### config.mk
export PLATFORM = sky130hd
export DESIGN_NAME = phase_offset_ctrl
export DESIGN_NICKNAME = d
export VERILOG_FILES = /design/src/hdl/phase_offset_pkg.sv /design/src/hdl/phase_ramp.sv /design/src/hdl/phase_offset_ctrl.sv
export SDC_FILE = /design/constraint.sdc
export NUM_CORES = 1
export LEC_CHECK = 0
export BUFFER_PORTS_ARGS = -buffer_cell sky130_fd_sc_hd__buf_2
export CORE_AREA = 2 2 102 104
export CTS_BUF_LIST = sky130_fd_sc_hd__clkbuf_16
export CTS_CLUSTER_DIAMETER = 100
export DETAILED_ROUTE_END_ITERATION = 10
export DIE_AREA = 0 0 104 106
export PLACE_DENSITY = 0.83
export SYNTH_ARGS = -nofsm -noshare
export SYNTH_HDL_FRONTEND = slang
export SYNTH_HIERARCHICAL = 1
export SYNTH_SLANG_ARGS = --single-unit
export TNS_END_PERCENT = 1
### constraint.sdc
create_clock -name ref_clk -period 5.8 [get_ports ref_clk]
set_input_delay 1.16 -clock ref_clk [delete_from_list [all_inputs] [get_ports ref_clk]]
set_output_delay 1.16 -clock ref_clk [all_outputs]
set_load 0.005 [all_outputs]
### src/hdl/phase_offset_pkg.sv
// Package: register map, reset values and ramp timing of the output phase offset block
// Assumes a 32-bit APB slave on ref_clk at 40 MHz
package phase_offset_pkg;
  // Register indices: byte address is index times four
  localparam logic [7:0] buildout_trim_index = 8'h72;
  localparam logic [7:0] shift_low_index = 8'h70;
  localparam logic [7:0] shift_high_index = 8'h71;
  localparam logic [7:0] ctrl_index = 8'h7c;
  localparam logic [7:0] status_index = 8'h7d;
  localparam logic [11:0] buildout_trim_addr = {2'b00, buildout_trim_index, 2'b00};
  localparam logic [11:0] shift_low_addr = {2'b00, shift_low_index, 2'b00};
  localparam logic [11:0] shift_high_addr = {2'b00, shift_high_index, 2'b00};
  localparam logic [11:0] ctrl_addr = {2'b00, ctrl_index, 2'b00};
  localparam logic [11:0] status_addr = {2'b00, status_index, 2'b00};
  localparam logic [5:0] buildout_trim_reset = 6'h00;
  localparam logic [15:0] shift_reset = 16'h0000;
  localparam logic [1:0] ctrl_reset = 2'h0;
  localparam int ctrl_ramp_off_bit = 0;
  localparam int ctrl_buildout_en_bit = 1;
  localparam int status_ramping_bit = 0;
  // One step is 1/2048 of the 77.76 MHz period
  localparam int steps_per_period = 2048;
  localparam logic [15:0] half_period_steps = 16'h0400;
  // Picoseconds per step, times 1000
  localparam int step_fs = 6279;
  // Ramp advances one step per interval
  localparam int ramp_interval_ns = 1000;
  localparam int clk_period_ns = 25;
  localparam int ramp_interval_cycles = (ramp_interval_ns + clk_period_ns - 1) / clk_period_ns;
  typedef enum logic [1:0] {
    st_idle = 2'b00,
    st_ramp = 2'b01
  } ramp_state_type;
endpackage

### src/hdl/phase_ramp.sv
// Ramp engine: walks the applied offset one step at a time toward a target
// Assumes target is stable or may change at any time
`timescale 1ns/100ps
module phase_ramp #(
  parameter int interval = 40
) (
  input wire logic ref_clk,
  input wire logic reset_n,
  input wire logic [15:0] target,
  input wire logic bypass,
  output logic [15:0] applied,
  output logic busy
);
  import phase_offset_pkg::*;
  logic [15:0] applied_r;
  logic [15:0] applied_nxt;
  logic [15:0] tick_r;
  ramp_state_type state_r;
  wire tick = (tick_r == 16'(interval - 1));
  wire differs = (applied_r != target);
  wire below = $signed(applied_r) < $signed(target);
  assign applied = applied_r;
  assign busy = (state_r == st_ramp);
  always_comb begin
    applied_nxt = applied_r;
    if (bypass) begin
      applied_nxt = target;
    end else if (state_r == st_ramp && tick && differs) begin
      applied_nxt = below ? applied_r + 16'h0001 : applied_r - 16'h0001;
    end
  end
  always_ff @(posedge ref_clk) begin
    if (!reset_n) begin
      applied_r <= shift_reset;
      tick_r <= 16'h0000;
      state_r <= st_idle;
    end else begin
      applied_r <= applied_nxt;
      tick_r <= (tick || state_r != st_ramp) ? 16'h0000 : tick_r + 16'h0001;
      case (state_r)
        st_idle: state_r <= (differs && !bypass) ? st_ramp : st_idle;
        st_ramp: state_r <= (bypass || applied_nxt == target) ? st_idle : st_ramp;
        default: state_r <= st_idle;
      endcase
    end
  end
endmodule

### src/hdl/phase_offset_ctrl.sv
// Output phase offset control: APB registers, offset ramp and build-out trim
// Assumes APB master on ref_clk; lock and build-out state come from the loop
//
// What this block does
// - Upper and lower offset bytes form one 16-bit signed offset.
// - Applied offset in picoseconds equals offset times 6.279.
// - Offset rewritten while locked ramps gradually toward the new value.
// - A control bit disables ramping, for changes made only in holdover.
// - With phase build-out enabled the programmed offset has no effect.
// - One offset step is 1/2048 of the 77.76 MHz period.
// - Offset 1024 shifts half a period, inverting the internal clock.
// - Signed 6-bit trim is added to every build-out event.
//
// The APB slave port was chosen for this implementation.
`timescale 1ns/100ps
module phase_offset_ctrl #(
  parameter int ramp_cycles = phase_offset_pkg::ramp_interval_cycles
) (
  input wire logic ref_clk,
  input wire logic reset_n,
  input wire logic psel,
  input wire logic penable,
  input wire logic pwrite,
  input wire logic [11:0] paddr,
  input wire logic [31:0] pwdata,
  output logic [31:0] prdata,
  output logic pready,
  output logic pslverr,
  input wire logic pll_locked,
  input wire logic buildout_event,
  output logic [15:0] applied_phase_shift,
  output logic [10:0] phase_within_period,
  output logic clock_inverted,
  output logic ramp_active,
  output logic [5:0] buildout_trim_value,
  output logic buildout_trim_strobe
);
  import phase_offset_pkg::*;
  // ==========================================================
  // Registers
  logic [7:0] shift_low_r;
  logic [7:0] shift_high_r;
  logic [5:0] trim_r;
  logic [1:0] ctrl_r;
  logic [5:0] trim_out_r;
  logic strobe_r;
  logic [15:0] eff_r;
  logic [15:0] ramp_applied;
  logic ramp_busy;
  // ==========================================================
  // Bus decode
  wire access = psel && penable;
  wire wr = access && pwrite;
  function automatic logic hit(input logic [11:0] a, input logic [11:0] reg_addr);
    return a == reg_addr;
  endfunction
  wire hit_low = hit(paddr, shift_low_addr);
  wire hit_high = hit(paddr, shift_high_addr);
  wire hit_trim = hit(paddr, buildout_trim_addr);
  wire hit_ctrl = hit(paddr, ctrl_addr);
  wire hit_stat = hit(paddr, status_addr);
  wire mapped = hit_low || hit_high || hit_trim || hit_ctrl || hit_stat;
  wire ro_write = hit_stat && pwrite;
  wire [15:0] shift_word = {shift_high_r, shift_low_r};
  wire ramp_off = ctrl_r[ctrl_ramp_off_bit];
  wire buildout_en = ctrl_r[ctrl_buildout_en_bit];
  // Ramp only when locked and ramping is enabled
  wire bypass = ramp_off || !pll_locked;
  // Build-out enabled: programmed offset ignored
  wire [15:0] target = buildout_en ? shift_reset : shift_word;
  assign pready = 1'b1;
  assign pslverr = access && (!mapped || ro_write);
  // ==========================================================
  // Register writes
  always_ff @(posedge ref_clk) begin
    if (!reset_n) begin
      shift_low_r <= shift_reset[7:0];
      shift_high_r <= shift_reset[15:8];
      trim_r <= buildout_trim_reset;
      ctrl_r <= ctrl_reset;
    end else if (wr) begin
      if (hit_low) begin
        shift_low_r <= pwdata[7:0];
      end
      if (hit_high) begin
        shift_high_r <= pwdata[7:0];
      end
      if (hit_trim) begin
        trim_r <= pwdata[5:0];
      end
      if (hit_ctrl) begin
        ctrl_r <= pwdata[1:0];
      end
    end
  end
  // ==========================================================
  // Read data
  logic [31:0] rd_mux;
  always_comb begin
    rd_mux = 32'h0000_0000;
    if (hit_low) begin
      rd_mux = {24'h00_0000, shift_low_r};
    end else if (hit_high) begin
      rd_mux = {24'h00_0000, shift_high_r};
    end else if (hit_trim) begin
      rd_mux = {26'h000_0000, trim_r};
    end else if (hit_ctrl) begin
      rd_mux = {30'h0000_0000, ctrl_r};
    end else if (hit_stat) begin
      rd_mux = {31'h0000_0000, ramp_busy};
    end
  end
  assign prdata = rd_mux;
  // ==========================================================
  // Ramp engine
  phase_ramp #(
    .interval(ramp_cycles)
  ) u_ramp (
    .ref_clk(ref_clk),
    .reset_n(reset_n),
    .target(target),
    .bypass(bypass),
    .applied(ramp_applied),
    .busy(ramp_busy)
  );
  // ==========================================================
  // Outputs: step of 1/2048 period, about 6.279 ps at nominal rate
  always_ff @(posedge ref_clk) begin
    if (!reset_n) begin
      eff_r <= shift_reset;
      trim_out_r <= buildout_trim_reset;
      strobe_r <= 1'b0;
    end else begin
      eff_r <= ramp_applied;
      trim_out_r <= trim_r;
      strobe_r <= buildout_event;
    end
  end
  assign applied_phase_shift = eff_r;
  // Low 11 bits: position within one period of 2048 steps
  assign phase_within_period = eff_r[10:0];
  // Bit 10 set means at least half a period: clock inverted
  assign clock_inverted = eff_r[10];
  assign ramp_active = ramp_busy;
  assign buildout_trim_value = trim_out_r;
  assign buildout_trim_strobe = strobe_r;
endmodule

==> flow_metrics.py <==
metrics = {
    "critical_path": {
        "worstSetupPathType": "flop to flop",
        "start_kind": "flop",
        "critPathMaxFanout": 17,
        "cp_common_cell": "a21oi_1",
        "critPathRequiredTime_ns": 6.03,
        "cp_slowest_cell": "o31ai_4",
        "cp_cell_sequence": "buf_4 -> nor2b_1 -> inv_1 -> ha_1 -> a21oi_1 -> o22ai_1 -> a311o_1 -> o31ai_4 -> nand2_2 -> xor2_1 -> ha_1 -> nor4_2 -> nand2_1 -> nor3_1 -> nand3_1 -> a211o_1 -> a21oi_1 -> nor3_1 -> o41ai_1 -> and4b_1 -> a21oi_1",
        "cpPeakStageDelay_ns": 0.47,
        "critPathCaptureType": "flop",
        "arrival_ns": 5.65,
    },
    "layout": {
        "antenna_cells": 0,
        "final_nets": 750,
        "utilization_pct": 59.2,
        "area_growth_pct": 10.7,
        "fill_cells": 880,
        "drive_above_1_share_pct": 20.3,
        "stdcell_area_mm2": 0.00592,
        "mostFrequentLayoutCell": "dfxtp_1",
        "final_cell_mix": "80 x dfxtp_1, 71 x buf_2, 54 x nor2_1, 50 x nand2_1, 41 x nand3_1",
    },
    "cts": {
        "cts_root_buf": "clkbuf_16",
        "post-cts-setup-buffers": 0,
        "clock_path_buffers": 2,
        "cts_made_buffers": 9,
        "insertion_delay_ns": 0.35,
        "cts-hold-fix-buffers": 0,
        "path_clk_slew_ns": 0.07,
        "tritoncts": "built",
        "clock_sinks": 80,
        "cts-htree-levels": 3,
    },
    "die": {
        "die_area_mm2": 0.0110,
        "pin_count": 121,
        "die_x_um": 104,
        "core_mm2": 0.0100,
        "die_y_um": 106,
        "start_util_pct": 53.5,
        "rows": 37,
    },
    "sta": {
        "fin_crit_ns": 5.43,
        "holdWs_ns": 0.463,
        "rsz0062_at_grt": "no",
        "hold_viol_final": 0,
        "finalSetupViolations": 0,
        "setup_slack_ns": 0.374,
        "post-route-period-util_pct": 93.6,
        "fmax_mhz": 184,
        "tns_ns": 0,
        "maxSlewHeadroom_pct": 39.5,
        "final.setup_skew_ns": 0.00677,
        "worst_pin_slew_ns": 0.907,
        "slew_violations": 0,
    },
    "yosys": {
        "synth-edff-count": 0,
        "yosys_warnings": 6,
        "synth_seq_cells": 80,
        "yosysSeqAreaShare_pct": 30.0,
        "avgSynthCellArea_um2": 8.46,
        "syn-cell-area_mm2": 0.00535,
        "synth_cell_types": 76,
        "synthFlopType": "dfxtp_1",
        "async_flop_share_pct": 0,
        "netlist_instances": 632,
    },
    "power_and_ir_drop": {
        "powerDensity_mw_per_mm2": 221,
        "power.internal_mw": 0.927,
        "swShare_pct": 28.9,
        "net-switching-power_mw": 0.378,
        "p_seq_share_pct": 43.6,
        "ir_drop_mv": 0.193,
        "pwr-share-clk_pct": 43.2,
        "comb_power_share_pct": 13.2,
        "power.leakage_nw": 2.51,
    },
    "detailed_routing": {
        "viasPerCell": 5.72,
        "drt-wirelength-per-cell_um": 15.9,
        "antenna_left": 0,
        "route.detailed.drc": 0,
        "first_iter_violations": 279,
        "wirelength_um": 13100,
        "via_count": 4699,
        "drtPass1Iterations": 5,
    },
    "global_routing": {
        "overflow": 0,
        "track_usage_pct": 23.9,
        "grt_pass1_wl_um": 21300,
        "grt_max_degree": 32,
        "antenna_found_initial": 0,
        "grt_pass1_vias": 4413,
    },
    "placement": {
        "post-dp-hpwl_um": 9890,
        "dpl_worst_slack_ns": 0.414,
        "port_buffers": 71,
        "dpl_cell_area_mm2": 0.00561,
        "gp_congestion": 0.935,
    },
    "status": {
        "outcome": "finished clean",
    },
    "min_path": {
        "hold_path.class": "flop to flop",
    },
    "job": {
        "maxCapViolCount": 0,
    },
}
cells in the mapped netlist (19+ instances only):
cell type,instances,share of area [%]
and2_1,28,3.3
nand3_1,41,3.8
clkbuf_1,20,1.4
o21ai_2,21,3.4
inv_1,24,1.7
nor2_1,54,3.8
dfxtp_1,80,30
nand2_1,50,3.5
nor2b_1,21,2.5
buf_4,38,5.3
a21oi_1,19,1.8
nor3_1,23,2.2
mux2i_1,22,4.1
flip-flops by register name (all words and copies together) (netlist names):
signal and cells:
ctrl_r 2, buildout_trim_strobe 1, u_ramp/tick_r 16, trim_r 6, u_ramp/applied 16, shift_high_r 8
applied_phase_shift 16, shift_low_r 8, buildout_trim_value 6, u_ramp/state_r 1
worst paths after layout:
check                           depth (start not counted)  slack, ns                end              from
worst max register to register                         21       0.37  u_ramp/state_r[0]         ctrl_r[1]
worst min register to register                          1       0.46   u_ramp/tick_r[0]  u_ramp/tick_r[0]
worst max-delay path                                   21       0.37  u_ramp/state_r[0]         ctrl_r[1]
worst min-delay path                                    1       0.46   u_ramp/tick_r[0]  u_ramp/tick_r[0]
stage by stage:
step	power [mW]	std cells
finish	1.31	822
global route	1.36	822
CTS	1.31	822
detailed placement	0.749	806
global placement	0.745	806
floorplan	0.713	655
power groups by stage:
stage	Combinational, mW	Sequential [mW]	Clock [mW]
detailed placement	0.167	0.581	0
global placement	0.164	0.581	0
CTS	0.168	0.569	0.574
finish	0.172	0.569	0.564
global route	0.186	0.570	0.600
floorplan	0.137	0.576	0
worst max-delay path, delay by kind of cell, from the launching register on:
family | cells | cell delay (ns)
adder cells (fa/ha/maj) | 2 | 0.63
AO/OA/AOI/OAI | 8 | 2.15
XOR/XNOR | 1 | 0.16
AND/OR/NAND/NOR | 8 | 1.75
buffers and inverters | 2 | 0.30
flip-flops | 1 | 0.31
kinds of logic after synthesis:
| family | Yosys count | synth area share, % |
|---|---|---|
| adders and majority gates | 18 | 4.21 |
| xor gates and xnor gates | 37 | 8.12 |
| DFF | 80 | 30.0 |
| AOI/OAI and AO/OA | 100 | 14.8 |
| and+or+nand+nor | 284 | 29.3 |
| muxes | 23 | 4.33 |
| buffers and inverters | 88 | 9.17 |
| other | 2 | 0.140 |
per-layer routing:
| metal | part of all wire [%] | track usage, % | up-vias |
|---|---|---|---|
| met5 | 0 | 0 | - |
| met1 | 42 | 29.0 | 2177 |
| met3 | 6.6 | 3.92 | 36 |
| li1 | - | - | 2299 |
| met2 | 49 | 41.8 | 187 |
| met4 | 3.1 | 10.6 | 0 |
final cells by class:
class / instances / area (µm²) / area share (%)
multi-input combinational: 487 / 3350 / 56.6
clock buffer: 9 / 225 / 3.81
sequential: 80 / 1600 / 27.1
tap: 136 / 170 / 2.88
clock inverter: 7 / 72.6 / 1.23
inverter: 25 / 93.8 / 1.59
timing repair buffer: 78 / 408 / 6.89
what timing repair did:
item                                   CTS  global route
setup endpoints to repair                0             1
endpoints found under the hold margin    0             0
gates resized for setup                  0             1
No activity file was read; power rests on OpenSTA's default activity.
